--- config.mk ---
export PLATFORM = sky130hd
export DESIGN_NAME = preset_mode_select
export DESIGN_NICKNAME = d
export VERILOG_FILES = /design/src/preset_mode_select.sv /design/src/pin_sync2.sv
export SDC_FILE = /design/constraint.sdc
export NUM_CORES = 1
export LEC_CHECK = 0
export ABC_CLOCK_PERIOD_IN_PS = 3800
export BUFFER_PORTS_ARGS = -buffer_cell sky130_fd_sc_hd__buf_2
export CAP_MARGIN = 25
export CORE_ASPECT_RATIO = 1.2
export CORE_MARGIN = 2
export CORE_UTILIZATION = 45
export CTS_BUF_LIST = sky130_fd_sc_hd__clkbuf_2
export DETAILED_ROUTE_END_ITERATION = 8
export GPL_ROUTABILITY_DRIVEN = 1
export PLACE_DENSITY = 0.67
export REMOVE_ABC_BUFFERS = 1
export SKIP_CTS_REPAIR_TIMING = 1
export SYNTH_ARGS = -nofsm -noshare
export SYNTH_HDL_FRONTEND = slang
export SYNTH_SLANG_ARGS = --single-unit
--- constraint.sdc ---
create_clock -name SYS_CLK_IN -period 3.8 [get_ports SYS_CLK_IN]
set_input_delay 0.19 -clock SYS_CLK_IN [delete_from_list [all_inputs] [get_ports SYS_CLK_IN]]
set_output_delay 0.19 -clock SYS_CLK_IN [all_outputs]
set_load 0.05 [all_outputs]
--- src/preset_mode_select.sv ---
// Mode decode, preset defaults and shared-pin steering for the FSK transmitter
//
// Summary of operation
// - Both selects grounded means programming mode
// - Other eight select codes pick preset carrier
// - Clock pin drives 800kHz in preset warm-up and active states, held low in shutdown
// - Presets use 39kHz deviation, Gaussian shaping on
// - Programming mode: clock pin is I2C SCL
// - Programming mode: data pin is I2C SDA
// - Data pin also governs power-up state
// - Presets need no programming, one data wire
// - Data activity during shutdown starts oscillator warm-up
// - Drive boost only for carriers above 850MHz
// - Variants identical in programming mode
// - Presets: data low 4096 internal ticks while active forces shutdown
// - Data high clears the idle counter
// - Presets force maximum PA power code
// - Presets force zero tuning capacitance
`timescale 1ns/1ps
`default_nettype none

package preset_mode_pkg;
  // Tri-level select pin codes
  localparam logic [1:0] LVL_GND = 2'h0;
  localparam logic [1:0] LVL_OPEN = 2'h1;
  localparam logic [1:0] LVL_VDD = 2'h2;
  localparam int SEL_RADIX = 3;
  localparam int PRESET_COUNT = 9;
  // Frequencies in kHz
  localparam int FREQ_W = 20;
  localparam int SYS_CLK_KHZ = 250000;
  localparam int BUFFERED_CLOCK_OUTPUT_KHZ = 800;
  localparam int INT_OSC_KHZ = 3200;
  localparam int IDLE_TICKS = 4096;
  localparam int IDLE_CYCLES = IDLE_TICKS * (SYS_CLK_KHZ / INT_OSC_KHZ)
                             + (IDLE_TICKS * (SYS_CLK_KHZ % INT_OSC_KHZ)) / INT_OSC_KHZ;
  localparam int WARMUP_US = 243;
  localparam int WARMUP_CYCLES = (WARMUP_US * SYS_CLK_KHZ + 999) / 1000;
  localparam int CAPTURE_CYCLES = 3;
  localparam logic [FREQ_W-1:0] BOOST_MIN_KHZ = 20'hC_F850;
  localparam logic [7:0] PRESET_DEVIATION_KHZ = 8'h27;
  localparam logic [2:0] PRESET_PA_POWER = 3'h7;
  localparam logic [4:0] PRESET_PA_CAP = 5'h00;
  // Carrier tables, index = high code * 3 + low code; entry 0 is programming mode
  localparam logic [FREQ_W-1:0] TABLE_A [PRESET_COUNT] = '{
    20'h0_0000, 20'h4_CE78, 20'hD_FA20, 20'hD_DC84, 20'hD_DE00,
    20'hD_DAE0, 20'hD_F638, 20'h6_9F00, 20'h6_9D0C};
  localparam logic [FREQ_W-1:0] TABLE_B [PRESET_COUNT] = '{
    20'h0_0000, 20'h4_CE78, 20'h6_9F00, 20'hD_4044, 20'hD_4256,
    20'hD_3FCC, 20'hD_45DA, 20'hD_4094, 20'hD_3FFE};
  typedef enum logic [2:0] {
    ST_CAPTURE, ST_PROGRAM, ST_WARMUP, ST_ACTIVE, ST_SHUTDOWN
  } state_t;
endpackage

module preset_mode_select #(
  parameter int VARIANT = 0,
  parameter int SHUTDOWN_CYCLES = preset_mode_pkg::IDLE_CYCLES,
  parameter int WARMUP_LEN = preset_mode_pkg::WARMUP_CYCLES
) (
  // Clock and reset
  input wire logic SYS_CLK_IN,
  input wire logic RESETN_IN,
  // Tri-level select comparators: pin at ground / pin at supply
  input wire logic MODE_SELECT_LOW_GND_IN,
  input wire logic MODE_SELECT_LOW_VDD_IN,
  input wire logic MODE_SELECT_HIGH_GND_IN,
  input wire logic MODE_SELECT_HIGH_VDD_IN,
  // Shared clock pin
  input wire logic CLOCK_PIN_IN,
  output logic BUFFERED_CLOCK_OUTPUT_OUT,
  output logic BUFFERED_CLOCK_OUTPUT_OE_OUT,
  // Shared data pin
  input wire logic DATA_PIN_IN,
  output logic DATA_PIN_OUT,
  output logic DATA_PIN_OE_OUT,
  // Serial programming core
  output logic I2C_SCL_OUT,
  output logic I2C_SDA_OUT,
  input wire logic I2C_SDA_PULL_LOW_IN,
  // Programmed settings
  input wire logic [19:0] REG_CARRIER_KHZ_IN,
  input wire logic [7:0] REG_DEVIATION_KHZ_IN,
  input wire logic REG_GAUSSIAN_EN_IN,
  input wire logic [2:0] REG_PA_POWER_LEVEL_IN,
  input wire logic [4:0] REG_PA_TUNE_CAPACITANCE_IN,
  input wire logic REG_PA_DRIVE_BOOST_IN,
  // Status and transmitter controls
  output logic PROGRAM_MODE_OUT,
  output logic [3:0] PRESET_INDEX_OUT,
  output logic XO_ENABLE_OUT,
  output logic TX_ENABLE_OUT,
  output logic SHUTDOWN_OUT,
  output logic TX_DATA_OUT,
  output logic [19:0] CARRIER_KHZ_OUT,
  output logic [7:0] DEVIATION_KHZ_OUT,
  output logic GAUSSIAN_EN_OUT,
  output logic [2:0] PA_POWER_LEVEL_OUT,
  output logic [4:0] PA_TUNE_CAPACITANCE_OUT,
  output logic PA_DRIVE_BOOST_OUT
);

  localparam int CNT_W = $clog2(SHUTDOWN_CYCLES + WARMUP_LEN + 2);
  localparam int ACC_W = $clog2(preset_mode_pkg::SYS_CLK_KHZ * 2);
  localparam logic [CNT_W-1:0] IDLE_LAST = CNT_W'(SHUTDOWN_CYCLES - 1);
  localparam logic [CNT_W-1:0] WARM_LAST = CNT_W'(WARMUP_LEN - 1);
  localparam logic [CNT_W-1:0] CAP_LAST = CNT_W'(preset_mode_pkg::CAPTURE_CYCLES - 1);
  localparam logic [ACC_W-1:0] ACC_STEP = ACC_W'(2 * preset_mode_pkg::BUFFERED_CLOCK_OUTPUT_KHZ);
  localparam logic [ACC_W-1:0] ACC_WRAP = ACC_W'(preset_mode_pkg::SYS_CLK_KHZ);

  function automatic logic [1:0] level_of(input logic at_gnd, input logic at_vdd);
    if (at_gnd) begin
      level_of = preset_mode_pkg::LVL_GND;
    end else if (at_vdd) begin
      level_of = preset_mode_pkg::LVL_VDD;
    end else begin
      level_of = preset_mode_pkg::LVL_OPEN;
    end
  endfunction

  function automatic logic [19:0] preset_freq(input logic [3:0] idx);
    logic [19:0] f;
    f = 20'h0_0000;
    if (idx < 4'(preset_mode_pkg::PRESET_COUNT)) begin
      f = (VARIANT == 0) ? preset_mode_pkg::TABLE_A[idx] : preset_mode_pkg::TABLE_B[idx];
    end
    preset_freq = f;
  endfunction

  logic [5:0] pins_s;
  logic [1:0] lvl_low;
  logic [1:0] lvl_high;
  logic [3:0] live_idx;
  logic data_s;
  logic scl_s;

  pin_sync2 #(.WIDTH(6)) u_sync (
    .clk_in(SYS_CLK_IN),
    .resetn_in(RESETN_IN),
    .async_in({MODE_SELECT_HIGH_VDD_IN, MODE_SELECT_HIGH_GND_IN, MODE_SELECT_LOW_VDD_IN,
               MODE_SELECT_LOW_GND_IN, CLOCK_PIN_IN, DATA_PIN_IN}),
    .sync_out(pins_s)
  );

  always_comb begin
    data_s = pins_s[0];
    scl_s = pins_s[1];
    lvl_low = level_of(pins_s[2], pins_s[3]);
    lvl_high = level_of(pins_s[4], pins_s[5]);
    live_idx = 4'(lvl_high * 4'(preset_mode_pkg::SEL_RADIX)) + 4'(lvl_low);
  end

  preset_mode_pkg::state_t state_q, state_d;
  logic [CNT_W-1:0] cnt_q, cnt_d;
  logic [3:0] idx_q, idx_d;
  logic [ACC_W-1:0] acc_q, acc_d;
  logic clk_q, clk_d;
  logic prog_q, prog_d;

  // Mode capture and power sequencing
  always_comb begin
    state_d = state_q;
    cnt_d = cnt_q + CNT_W'(1);
    idx_d = idx_q;
    prog_d = prog_q;
    case (state_q)
      preset_mode_pkg::ST_CAPTURE: begin
        // Waits out the synchroniser before trusting the select levels
        if (cnt_q == CAP_LAST) begin
          idx_d = live_idx;
          cnt_d = '0;
          if (live_idx == 4'h0) begin
            prog_d = 1'b1;
            state_d = preset_mode_pkg::ST_PROGRAM;
          end else begin
            prog_d = 1'b0;
            state_d = preset_mode_pkg::ST_WARMUP;
          end
        end
      end
      preset_mode_pkg::ST_PROGRAM: begin
        // Select pins are not rescanned; leaving needs a reset
        cnt_d = cnt_q;
      end
      preset_mode_pkg::ST_WARMUP: begin
        if (cnt_q == WARM_LAST) begin
          cnt_d = '0;
          state_d = preset_mode_pkg::ST_ACTIVE;
        end
      end
      preset_mode_pkg::ST_ACTIVE: begin
        if (data_s) begin
          cnt_d = '0;
        end else if (cnt_q == IDLE_LAST) begin
          cnt_d = '0;
          state_d = preset_mode_pkg::ST_SHUTDOWN;
        end
      end
      preset_mode_pkg::ST_SHUTDOWN: begin
        cnt_d = '0;
        if (data_s) begin
          state_d = preset_mode_pkg::ST_CAPTURE;
        end
      end
      default: begin
        cnt_d = '0;
        state_d = preset_mode_pkg::ST_CAPTURE;
      end
    endcase
  end

  // Fractional divider keeps the average rate exact though 250MHz/800kHz is not whole
  always_comb begin
    acc_d = '0;
    clk_d = 1'b0;
    if (state_q == preset_mode_pkg::ST_WARMUP || state_q == preset_mode_pkg::ST_ACTIVE) begin
      clk_d = clk_q;
      acc_d = acc_q + ACC_STEP;
      if (acc_d >= ACC_WRAP) begin
        acc_d = acc_d - ACC_WRAP;
        clk_d = ~clk_q;
      end
    end
  end

  always_ff @(posedge SYS_CLK_IN or negedge RESETN_IN) begin
    if (!RESETN_IN) begin
      state_q <= preset_mode_pkg::ST_CAPTURE;
      cnt_q <= '0;
      idx_q <= 4'h0;
      prog_q <= 1'b0;
      acc_q <= '0;
      clk_q <= 1'b0;
    end else begin
      state_q <= state_d;
      cnt_q <= cnt_d;
      idx_q <= idx_d;
      prog_q <= prog_d;
      acc_q <= acc_d;
      clk_q <= clk_d;
    end
  end

  // Registered outputs
  logic clk_out_d, clk_oe_d, data_out_d, data_oe_d, scl_d, sda_d;
  logic xo_d, tx_d, shdn_d, txdata_d, gauss_d, boost_d;
  logic [19:0] freq_d;
  logic [7:0] dev_d;
  logic [2:0] pwr_d;
  logic [4:0] cap_d;
  // Packed with the pin outputs on top so one flop bank feeds every settings output
  logic [47:0] out_q;
  logic [3:0] idx_out_q;
  logic prog_out_q;

  always_comb begin
    data_out_d = 1'b0;
    clk_out_d = clk_q;
    xo_d = (state_q != preset_mode_pkg::ST_SHUTDOWN);
    tx_d = (state_q == preset_mode_pkg::ST_ACTIVE);
    shdn_d = (state_q == preset_mode_pkg::ST_SHUTDOWN);
    if (prog_q) begin
      clk_oe_d = 1'b0;
      scl_d = scl_s;
      sda_d = data_s;
      data_oe_d = I2C_SDA_PULL_LOW_IN;
      txdata_d = 1'b0;
      // Same path for both variants; the preset table is not consulted
      freq_d = REG_CARRIER_KHZ_IN;
      dev_d = REG_DEVIATION_KHZ_IN;
      gauss_d = REG_GAUSSIAN_EN_IN;
      pwr_d = REG_PA_POWER_LEVEL_IN;
      cap_d = REG_PA_TUNE_CAPACITANCE_IN;
      boost_d = REG_PA_DRIVE_BOOST_IN && (REG_CARRIER_KHZ_IN > preset_mode_pkg::BOOST_MIN_KHZ);
    end else begin
      clk_oe_d = (state_q != preset_mode_pkg::ST_CAPTURE);
      // Programming core sees an idle bus so no register access occurs
      scl_d = 1'b1;
      sda_d = 1'b1;
      data_oe_d = 1'b0;
      txdata_d = data_s && tx_d;
      freq_d = preset_freq(idx_q);
      dev_d = preset_mode_pkg::PRESET_DEVIATION_KHZ;
      gauss_d = 1'b1;
      pwr_d = preset_mode_pkg::PRESET_PA_POWER;
      cap_d = preset_mode_pkg::PRESET_PA_CAP;
      boost_d = 1'b0;
    end
  end

  always_ff @(posedge SYS_CLK_IN or negedge RESETN_IN) begin
    if (!RESETN_IN) begin
      out_q <= {4'h0, 1'b1, 2'h0, 2'h3, 3'h0, 20'h0_0000, 8'h00, 3'h0, 5'h00};
      idx_out_q <= 4'h0;
      prog_out_q <= 1'b0;
    end else begin
      out_q <= {clk_out_d, clk_oe_d, data_out_d, data_oe_d, xo_d, tx_d, shdn_d, scl_d, sda_d,
                gauss_d, txdata_d, boost_d, freq_d, dev_d, pwr_d, cap_d};
      idx_out_q <= idx_q;
      prog_out_q <= prog_q;
    end
  end

  assign BUFFERED_CLOCK_OUTPUT_OUT = out_q[47];
  assign BUFFERED_CLOCK_OUTPUT_OE_OUT = out_q[46];
  assign DATA_PIN_OUT = out_q[45];
  assign DATA_PIN_OE_OUT = out_q[44];
  assign XO_ENABLE_OUT = out_q[43];
  assign TX_ENABLE_OUT = out_q[42];
  assign SHUTDOWN_OUT = out_q[41];
  assign I2C_SCL_OUT = out_q[40];
  assign I2C_SDA_OUT = out_q[39];
  assign GAUSSIAN_EN_OUT = out_q[38];
  assign TX_DATA_OUT = out_q[37];
  assign PA_DRIVE_BOOST_OUT = out_q[36];
  assign CARRIER_KHZ_OUT = out_q[35:16];
  assign DEVIATION_KHZ_OUT = out_q[15:8];
  assign PA_POWER_LEVEL_OUT = out_q[7:5];
  assign PA_TUNE_CAPACITANCE_OUT = out_q[4:0];
  assign PRESET_INDEX_OUT = idx_out_q;
  assign PROGRAM_MODE_OUT = prog_out_q;

endmodule // preset_mode_select

`default_nettype wire

--- src/pin_sync2.sv ---
// Two-flop synchroniser for asynchronous pin levels
`timescale 1ns/1ps
`default_nettype none

module pin_sync2 #(
  parameter int WIDTH = 1
) (
  // Clock and reset
  input wire logic clk_in,
  input wire logic resetn_in,
  // Pin side
  input wire logic [WIDTH-1:0] async_in,
  // Synchronised side
  output logic [WIDTH-1:0] sync_out
);

  logic [WIDTH-1:0] meta_q;
  logic [WIDTH-1:0] meta_d;
  logic [WIDTH-1:0] sync_q;
  logic [WIDTH-1:0] sync_d;

  // First stage feeds only the second stage
  always_comb begin
    meta_d = async_in;
    sync_d = meta_q;
  end

  always_ff @(posedge clk_in or negedge resetn_in) begin
    if (!resetn_in) begin
      meta_q <= '0;
      sync_q <= '0;
    end else begin
      meta_q <= meta_d;
      sync_q <= sync_d;
    end
  end

  assign sync_out = sync_q;

endmodule // pin_sync2

`default_nettype wire

After elaboration in Yosys (flattened, before gate mapping)
Memory sizes are Yosys's and may differ from the RTL's.
Cells that the tools add are included.
{ "word_totals": {"register_bits": 111, "mem_bits_ro": 320, "input_bits": 47, "out_inout_bits": 53, "word_cells": 81, "n_memories": 1} }
{ "op_classes": {"n_addsub": 4, "n_mul": 1, "magnitude_cmp": 4, "n_eq_ne": 14, "muxes": 35, "n_bitwise": 3, "reduce_logical": 8} }
{ "memory_table": {"columns": ["name", "depth", "word_bits", "read_ports", "rd_ports_with_merged_regs", "write_ports", "line", "rtl"], "rows": [
  ["(no name shown)", 16, 20, 1, 0, 0, "preset_mode_select.sv:125", "f = (VARIANT == 0) ? preset_mode_pkg::TABLE_A[idx] : preset_mode_pkg::TABLE_B[idx];"]
]} }
{ "ops": {"columns": ["cell", "n"], "rows": [
  ["19-bit 2-to-1 mux", 6],
  ["20-bit 2-to-1 mux", 4],
  ["19-bit case mux with 4 select lines", 1],
  ["20-bit > comparator (second input constant)", 1],
  ["19-bit by 1-bit adder with 19-bit output (second input constant)", 1],
  ["19-bit by 11-bit adder with 19-bit output (second input constant)", 1],
  ["19-bit by 16-bit equality test with 1-bit output (second input constant)", 1],
  ["19-bit equality test (second input constant)", 1],
  ["19-bit by 2-bit equality test with 1-bit output (second input constant)", 1],
  ["19-bit by 18-bit greater-or-equal comparator with 1-bit output (second input constant)", 1],
  ["19-bit by 18-bit subtractor with 19-bit output (second input constant)", 1],
  ["3-bit 2-to-1 mux", 6],
  ["3-bit case mux with 5 select lines", 1],
  ["1-bit 2-to-1 mux", 10],
  ["2-bit 2-to-1 mux", 5],
  ["8-bit 2-to-1 mux", 1],
  ["3-bit by 2-bit equality test with 1-bit output (second input constant)", 2],
  ["2-bit by 1-bit inequality test with 1-bit output (second input constant)", 3],
  ["2-bit inequality test (second input constant)", 3],
  ["6-bit AND reduction", 1],
  ["5-bit greater-or-equal comparator (second input constant)", 1],
  ["5-bit 2-to-1 mux", 1],
  ["4-bit inverter with 5-bit output", 1],
  ["4-bit by 2-bit adder with 4-bit output", 1],
  ["12 further kinds", 14]
]} }

Longest topological paths before layout
Gate-level depths: netlist (run 1).
{ "logic_depth": {"word_depth": 8, "mapped_depth": 10, "ltp_nobuf": 9} }

By module
Synthesis (run 1) repeated with hierarchy kept, for this count alone.
{ "unflattened": {"hier_cells": 525, "hier_area_um2": 5424.0} }
{ "modules_own_cells": {"columns": ["mod", "instances", "cells_per_inst", "area_each_um2", "seq_area_each_um2"], "rows": [
  ["preset_mode_select", 1, 513, 5123.7, 2381.0],
  ["pin_sync2", 1, 12, 300.3, 300.3]
]} }

Worst setup path after synthesis (run 1)
No wires, ideal clock.
{ "synth_path": {"path_kind": "reg2reg", "from": "reg acc_q[6]", "to": "reg acc_q[5]", "arrival_time_ns": 2.449, "setup_slack_ns": 1.264, "stages_incl_launch_ff": 10, "path_buffers": 1, "path_cell_list": "dfrtp_1 ha_1 or3b_1 or4_4 a21oi_4 o21ai_2 a22oi_4 buf_8 nor2_1 a211oi_2"} }
{ "synth_via": {"elab_chain_cells": 4} }
{ "synth_rtl": {"columns": ["item", "line", "rtl"], "rows": [
  ["start: declaration", "preset_mode_select.sv:156", "logic [ACC_W-1:0] acc_q, acc_d;"],
  ["start signal: assignment", "preset_mode_select.sv:232", "acc_q <= '0;"],
  ["start signal: assignment", "preset_mode_select.sv:239", "acc_q <= acc_d;"],
  ["19-bit by 11-bit adder with 19-bit output", "preset_mode_select.sv:218", "acc_d = acc_q + ACC_STEP;"],
  ["19-bit by 18-bit greater-or-equal comparator with 1-bit output", "preset_mode_select.sv:219", "if (acc_d >= ACC_WRAP) begin"],
  ["19-bit 2-to-1 mux", "preset_mode_select.sv:219", null],
  ["19-bit 2-to-1 mux", "preset_mode_select.sv:216", "if (state_q == preset_mode_pkg::ST_WARMUP || state_q == preset_mode_pkg::ST_ACTIVE) begin"]
]} }
Every way passes these cells.
A chain may end at the register's enable or synchronous reset.

Worst setup path after layout (run 1)
{ "layout_path": {"from": "reg acc_q[6]", "to": "reg acc_q[16]"} }
{ "layout_via": {"elab_chain_cells": 4, "word_cells_on_any_way": 5, "classes_between": "2 x add/sub; 1 x order compare; 2 x mux"} }
{ "layout_rtl": {"columns": ["item", "line"], "rows": [
  ["19-bit by 11-bit adder with 19-bit output *", "preset_mode_select.sv:218"],
  ["19-bit by 18-bit subtractor with 19-bit output / 19-bit by 18-bit greater-or-equal comparator with 1-bit output (equally long branches)", "preset_mode_select.sv:220, preset_mode_select.sv:219"],
  ["19-bit 2-to-1 mux *", "preset_mode_select.sv:219"],
  ["19-bit 2-to-1 mux *", "preset_mode_select.sv:216"],
  ["named net acc_d[16]", "preset_mode_select.sv:156"]
]} }
Mark *: on every way through the listed nets, which the timed path passes. The rest lies on a longest branch.

==> impl_metrics.ini, run 1 <==
[clock_network]
cts_root_buf = clkbuf_2
cts_buffer_depth = 2
cts_max_level = 3
cts-buffers-inserted = 9
cts.clk_slew.worst_paths_ns = 0.26
clkSinkCount = 107
cts_tree = yes
worstSkewPairLatency_ns = 0.56

[worst_setup_path]
critPathMaxStageDelay_ns = 0.54
worstPathCellList = ha_1, or3b_1, or4_4, a21oi_4, o21ai_2, a22oi_4, nand2_1, a32o_1
crit_required_ns = 4.29
worst-setup-path-type = reg -> reg
cp_max_fo = 19
end_kind = flop
startpoint_type = flop
cpMaxStageDelayCell = a22oi_4
arrival_ns = 3.41

[sta]
hold_viol = 0
timing.final.ws_setup_ns = 0.8810
relSlewSlack = 0.4202
setup_viol = 0
rsz0062_at_grt = no
min_period_ns = 2.919
slew_violations = 0
worst_pin_slew_ns = 0.8697
fin_setup_tns_ns = 0
finalCritPeriodShare = 0.7682
clock_skew_ns = 0.01852
max_freq_ghz = 0.3426

[logic_synthesis]
synth_flop_cell = dfrtp_1
synth_area_um2 = 5136
synthMuxAreaShare = 0.01949
seq_area_frac_synth = 0.5220
synth_top_family_by_area = simple AND/OR/NAND/NOR gates
ys.warnings.count = 0
syn_area_per_cell_um2 = 10.36
yosys_register_bits = 107
synthSimpleGateAreaFrac = 0.1961
synth-compound-area-share = 0.1418
synth_cells = 496
yosys.area_share.xor_xnor = 0.03752
async_reset_ff_frac = 1.000
synth_cell_type_count = 66
synth-edff-count = 0
synth_fa_ha_area_frac = 0.04677

[place]
io_buffers = 98
place_ws_ns = 0.9139
routabilityCongestion = 0.8966
dp_hpwl_um = 7511

[die]
design.core.area_um2 = 11090
ios = 100
rows = 42
die_h_um = 121.0
initial_utilization = 0.4632
die_w_um = 101.5
die_area_um2 = 12290

[detailed_routing]
viasPerCell = 5.131
ant_nets = 0
drt_iter0_drc = 190
drc = 0
wirelength_um = 11140
wl_per_cell_um = 14.05
first_pass_iters = 6
vias = 4069

[job]
maxCapViolCount = 0

[global_route]
grt_use_total = 0.1789
overflow = 0
antenna_found_initial = 1
grt_pass1_wl_um = 17610
grt_pass1_vias = 3915
grt_max_degree = 45

[finish]
drive_gt1_frac = 0.2273
regArea_um2 = 2681
multiInputGateArea_um2 = 2272
n_fill_cell = 953
final_common_cell = dfrtp_1
nets = 698
final_cell_mix = dfrtp_1 (104), buf_2 (97), dlygate4sd3_1 (48)
areaGrowthSynthToFinish_pct = 23.19

[pwr]
leakage_nw = 2.992
power.density_nw_per_um2 = 692.2
ir_worst_vdd_uv = 354.1

[worst_hold_path]
hold_class = in -> async

[status]
status = complete, no violations
## kinds of logic after synthesis
family / after synthesis
AND/OR/NAND/NOR: 189
AO/OA/AOI/OAI: 107
flip-flops: 107
buffers and inverters: 43
XOR/XNOR: 22
adder cells (fa/ha/maj): 18
multiplexers: 9
other: 1
## power breakdown
part	internal [mW]	leakage [nW]	total (mW)	switching [mW]
clock	0.156	0.0737	0.514	0.358
sequential	1.42	1.35	1.66	0.237
combinational	0.678	1.57	2.21	1.53
## synth_stat cells (all sizes together), types with 3 or more instances
library cell,n,area [um^2]
a21oi,24,142.7
ha,16,200.2
buf,8,51.29
or4,3,26.27
dfstp,3,78.83
nand3,18,95.09
nor2b,7,43.79
nand4,5,31.28
nand2,41,153.9
a211oi,5,42.54
nor2,35,131.4
nor4,6,37.54
nor3,14,75.07
xor2,12,105.1
a31oi,4,25.02
nand2b,23,143.9
a21o,7,52.55
o21ai,32,163.9
inv,20,75.07
a211o,3,27.53
dfrtp,104,2603
a22o,3,26.28
and3,10,62.56
and2,13,81.33
nor3b,4,40.03
o31ai,9,67.56
clkbuf,15,56.30
xnor2,10,87.58
o22ai,5,31.28
mux2,8,90.09
## flip-flops by register name (all words and copies together) (netlist names)
name              count
idx_q                 4
u_sync.sync_out       6
state_q               3
u_sync.meta_q         6
clk_out_d             1
prog_q                1
cnt_q                19
out_q                47
PROGRAM_MODE_OUT      1
acc_q                15
PRESET_INDEX_OUT      4
## layout make-up
cell class,instances,share of cell area
flip-flops and latches,107,0.4238
multi-input cells,346,0.3591
inverters,20,0.01186
repair buffers,149,0.1574
well taps,154,0.03045
diodes,1,0.0003955
clock inverters,5,0.008305
clock buffers,11,0.008701
## worst max-delay path: cells and delay by family, from the launching register on
kind / cells / cell delay (ns)
DFF: 1 / 0.51
adders and majority gates: 1 / 0.29
and+or+nand+nor: 3 / 0.90
AOI/OAI and AO/OA: 4 / 1.15
## per-layer routing
metal / up-vias / global-route usage / wire (um) / part of all wire
li1: 1997 / - / - / -
met1: 1966 / 0.2254 / 4750 / 0.43
met2: 83 / 0.3035 / 5825 / 0.52
met3: 23 / 0.03802 / 363 / 0.033
met4: 0 / 0.05997 / 204 / 0.018
met5: - / 0 / 0 / 0
## path summary, 6_finish.rpt
kind / startpoint / endpoint / slack, ns / cells past startpoint
worst max-delay path: acc_q[6] / acc_q[16] / 0.88 / 8
worst min-delay path: RESETN_IN / acc_q[17] / 0.10 / 2
worst max register to register: acc_q[6] / acc_q[16] / 0.88 / 8
worst min register to register: u_sync.meta_q[4] / u_sync.sync_out[4] / 0.37 / 0
max in group asynchronous: RESETN_IN / out_q[39] / 2.82 / 3
min in group SYS_CLK_IN: DATA_PIN_IN / u_sync.meta_q[0] / 0.24 / 2
## through the flow
stage	std cells	power, mW	hold WS (ns)	cell area [um^2]	util
global route	793	4.706	0.09246	6327	0.5706
global placement	728	3.803	0.2140	5737	0.5174
detailed placement	728	3.857	0.2193	5737	0.5174
floorplan	473	3.307	-0.1056	5029	-
finish	793	4.380	0.1049	6327	0.5706
CTS	744	4.377	-0.4622	5844	0.5271
Note: power is estimated with default switching activity, not from simulation.
==> inputs of run 2 (changes only) <==
--- a/config.mk
+++ b/config.mk
@@ -5,7 +5,7 @@
 export SDC_FILE = /design/constraint.sdc
 export NUM_CORES = 1
 export LEC_CHECK = 0
-export ABC_CLOCK_PERIOD_IN_PS = 3800
+export ABC_CLOCK_PERIOD_IN_PS = 2450
 export BUFFER_PORTS_ARGS = -buffer_cell sky130_fd_sc_hd__buf_2
 export CAP_MARGIN = 25
 export CORE_ASPECT_RATIO = 1.2
@@ -14,7 +14,7 @@
 export CTS_BUF_LIST = sky130_fd_sc_hd__clkbuf_2
 export DETAILED_ROUTE_END_ITERATION = 8
 export GPL_ROUTABILITY_DRIVEN = 1
-export PLACE_DENSITY = 0.67
+export PLACE_DENSITY = 0.7
 export REMOVE_ABC_BUFFERS = 1
 export SKIP_CTS_REPAIR_TIMING = 1
 export SYNTH_ARGS = -nofsm -noshare
==> constraint.sdc (replaced) <==
create_clock -name SYS_CLK_IN -period 2.45 [get_ports SYS_CLK_IN]
set_input_delay 0.1225 -clock SYS_CLK_IN [delete_from_list [all_inputs] [get_ports SYS_CLK_IN]]
set_output_delay 0.1225 -clock SYS_CLK_IN [all_outputs]
set_load 0.05 [all_outputs]
==> run 2 against run 1 <==
Net effect: the run now ends with setup timing left; sequential cell count did not move; routed wire length rose by 3.3%; worst hold slack got worse by 0.053 ns; worst setup slack got worse by 1.1 ns; maximum frequency rose by 11%; first-iteration DRC count fell by 24%; total power rose by 66%; clock skew rose by 0.010 ns.
==> impl_metrics.ini, run 2 (synthesis results as in run 1) <==
[status]
status = finished with violations
failed_checks = setup timing

[detailed_routing]
drc = 0
wl_per_cell_um = 13.98
vias = 4176
viasPerCell = 5.068
first_pass_iters = 4
ant_nets = 0
wirelength_um = 11520
drt_iter0_drc = 144

[clock_network]
cts-buffers-inserted = 9
cts.clk_slew.worst_paths_ns = 0.28
worstSkewPairLatency_ns = 0.58
clkSinkCount = 107
cts_max_level = 3
cts_buffer_depth = 2
cts_root_buf = clkbuf_2
cts_tree = yes

[global_route]
antenna_found_initial = 0
grt_use_total = 0.1794
grt_pass1_wl_um = 17600
grt_pass1_vias = 3814
overflow = 0
grt_max_degree = 56

[sta]
fin_setup_tns_ns = -0.4478
max_freq_ghz = 0.3799
rsz0062_at_grt = yes
relSlewSlack = 0.3896
slew_violations = 0
hold_slack_ns = 0.05162
worst_pin_slew_ns = 0.9156
setup_viol = 11
finalCritPeriodShare = 1.074
clock_skew_ns = 0.02879
min_period_ns = 2.632
timing.final.ws_setup_ns = -0.1820
hold_viol = 0

[finish]
areaGrowthSynthToFinish_pct = 32.52
final_common_cell = dfrtp_1
top_register = out_q
n_antenna_cell = 0
drive_gt1_frac = 0.2970
nets = 730
reg_top3 = out_q: 47 flops, cnt_q: 19 flops, acc_q: 15 flops
largest_reg_flops = 47
final_cell_mix = dfrtp_1 (103), buf_2 (97), dlygate4sd3_1 (48)
postLayoutCoreUtil = 0.6139

[place]
io_buffers = 98
dp_hpwl_um = 7902
routabilityCongestion = 0.8061

[worst_setup_path]
worst-setup-path-type = reg -> reg
cpMaxStageDelayCell = fa_1
crit_required_ns = 3.01
worstPathCellList = or2_4, fa_1, inv_1, ha_2, fa_1, nor4_2, buf_4, nor2_4, nor3_2, mux2_4
critPathMaxStageDelay_ns = 0.48
cp_max_fo = 3
end_kind = flop
reg2regPathDepth = 10
path_common_cell = fa_1
arrival_ns = 3.19
startpoint_type = flop

[worst_hold_path]
hold_class = in -> async

[die]
die_area_um2 = 12290
die_h_um = 121.0
die_w_um = 101.5
design.core.area_um2 = 11090
rows = 42
ios = 100
initial_utilization = 0.4632

[pwr]
p_int_mw = 3.780
power.density_nw_per_um2 = 1066
p_switching_mw = 3.478
leakage_nw = 3.222
p_total_mw = 7.258
swShare = 0.4792
ir_worst_vdd_uv = 442.7
pwr-share-comb = 0.525
seqPwrFrac = 0.362
clockPowerShare = 0.113

[job]
maxCapViolCount = 0
[run 2: changes by cell type in the layout (fill, tap and decap cells not counted), sizes merged]
cell / before / now
buf: 101 / 132
clkinvlp: 0 / 1
diode: 1 / 0
[run 2: critical path, delay by kind of cell, from the launching register on]
family	cells	cell delay, ns
adders and majority gates	3	1.14
DFF	1	0.45
muxes	1	0.15
and+or+nand+nor	4	0.66
buffers and inverters	2	0.21
[run 2: worst paths after layout]
kind | start | to | slack (ns)
setup reg to reg | u_sync.sync_out[5] | state_q[0] | -0.18
min in group SYS_CLK_IN | DATA_PIN_IN | u_sync.meta_q[0] | 0.17
hold reg to reg | u_sync.meta_q[5] | u_sync.sync_out[5] | 0.36
setup / recovery | u_sync.sync_out[5] | state_q[0] | -0.18
max in group asynchronous | RESETN_IN | out_q[19] | 1.71
hold / removal | RESETN_IN | acc_q[17] | 0.05
[run 2: power groups by stage]
stage	Sequential [mW]	Clock [mW]	Combinational [mW]
final	2.63	0.817	3.81
after global placement	2.62	0	3.52
after global routing	2.70	0.906	4.11
after detailed placement	2.65	0	3.58
after floorplan	3.62	0	1.51
after CTS	2.62	0.837	3.60
[run 2: per-layer routing]
| metal | GRT usage | vias to the layer above | wire [um] |
|---|---|---|---|
| li1 | - | 2060 | - |
| met5 | 0 | - | 0 |
| met2 | 0.3096 | 69 | 6040 |
| met3 | 0.03399 | 12 | 294 |
| met1 | 0.2274 | 2035 | 5056 |
| met4 | 0.05152 | 0 | 124 |
[run 2: cell type report]
class | instances | area (um^2)
well taps | 154 | 192.7
inverters | 20 | 75.07
fillers | 916 | 4282
flip-flops and latches | 107 | 2683
multi-input cells | 346 | 2440
clock inverters | 6 | 63.81
repair buffers | 181 | 1303
clock buffers | 10 | 50.05
[run 2: stage by stage]
stage	area (um^2)	worst slack [ns]	std cells
finish	6807	-0.1820	824
global route	6807	-0.3330	824
CTS	6085	-0.2303	770
detailed placement	5971	-0.2035	754
global placement	5971	-0.1543	754
floorplan	5029	-0.2189	473
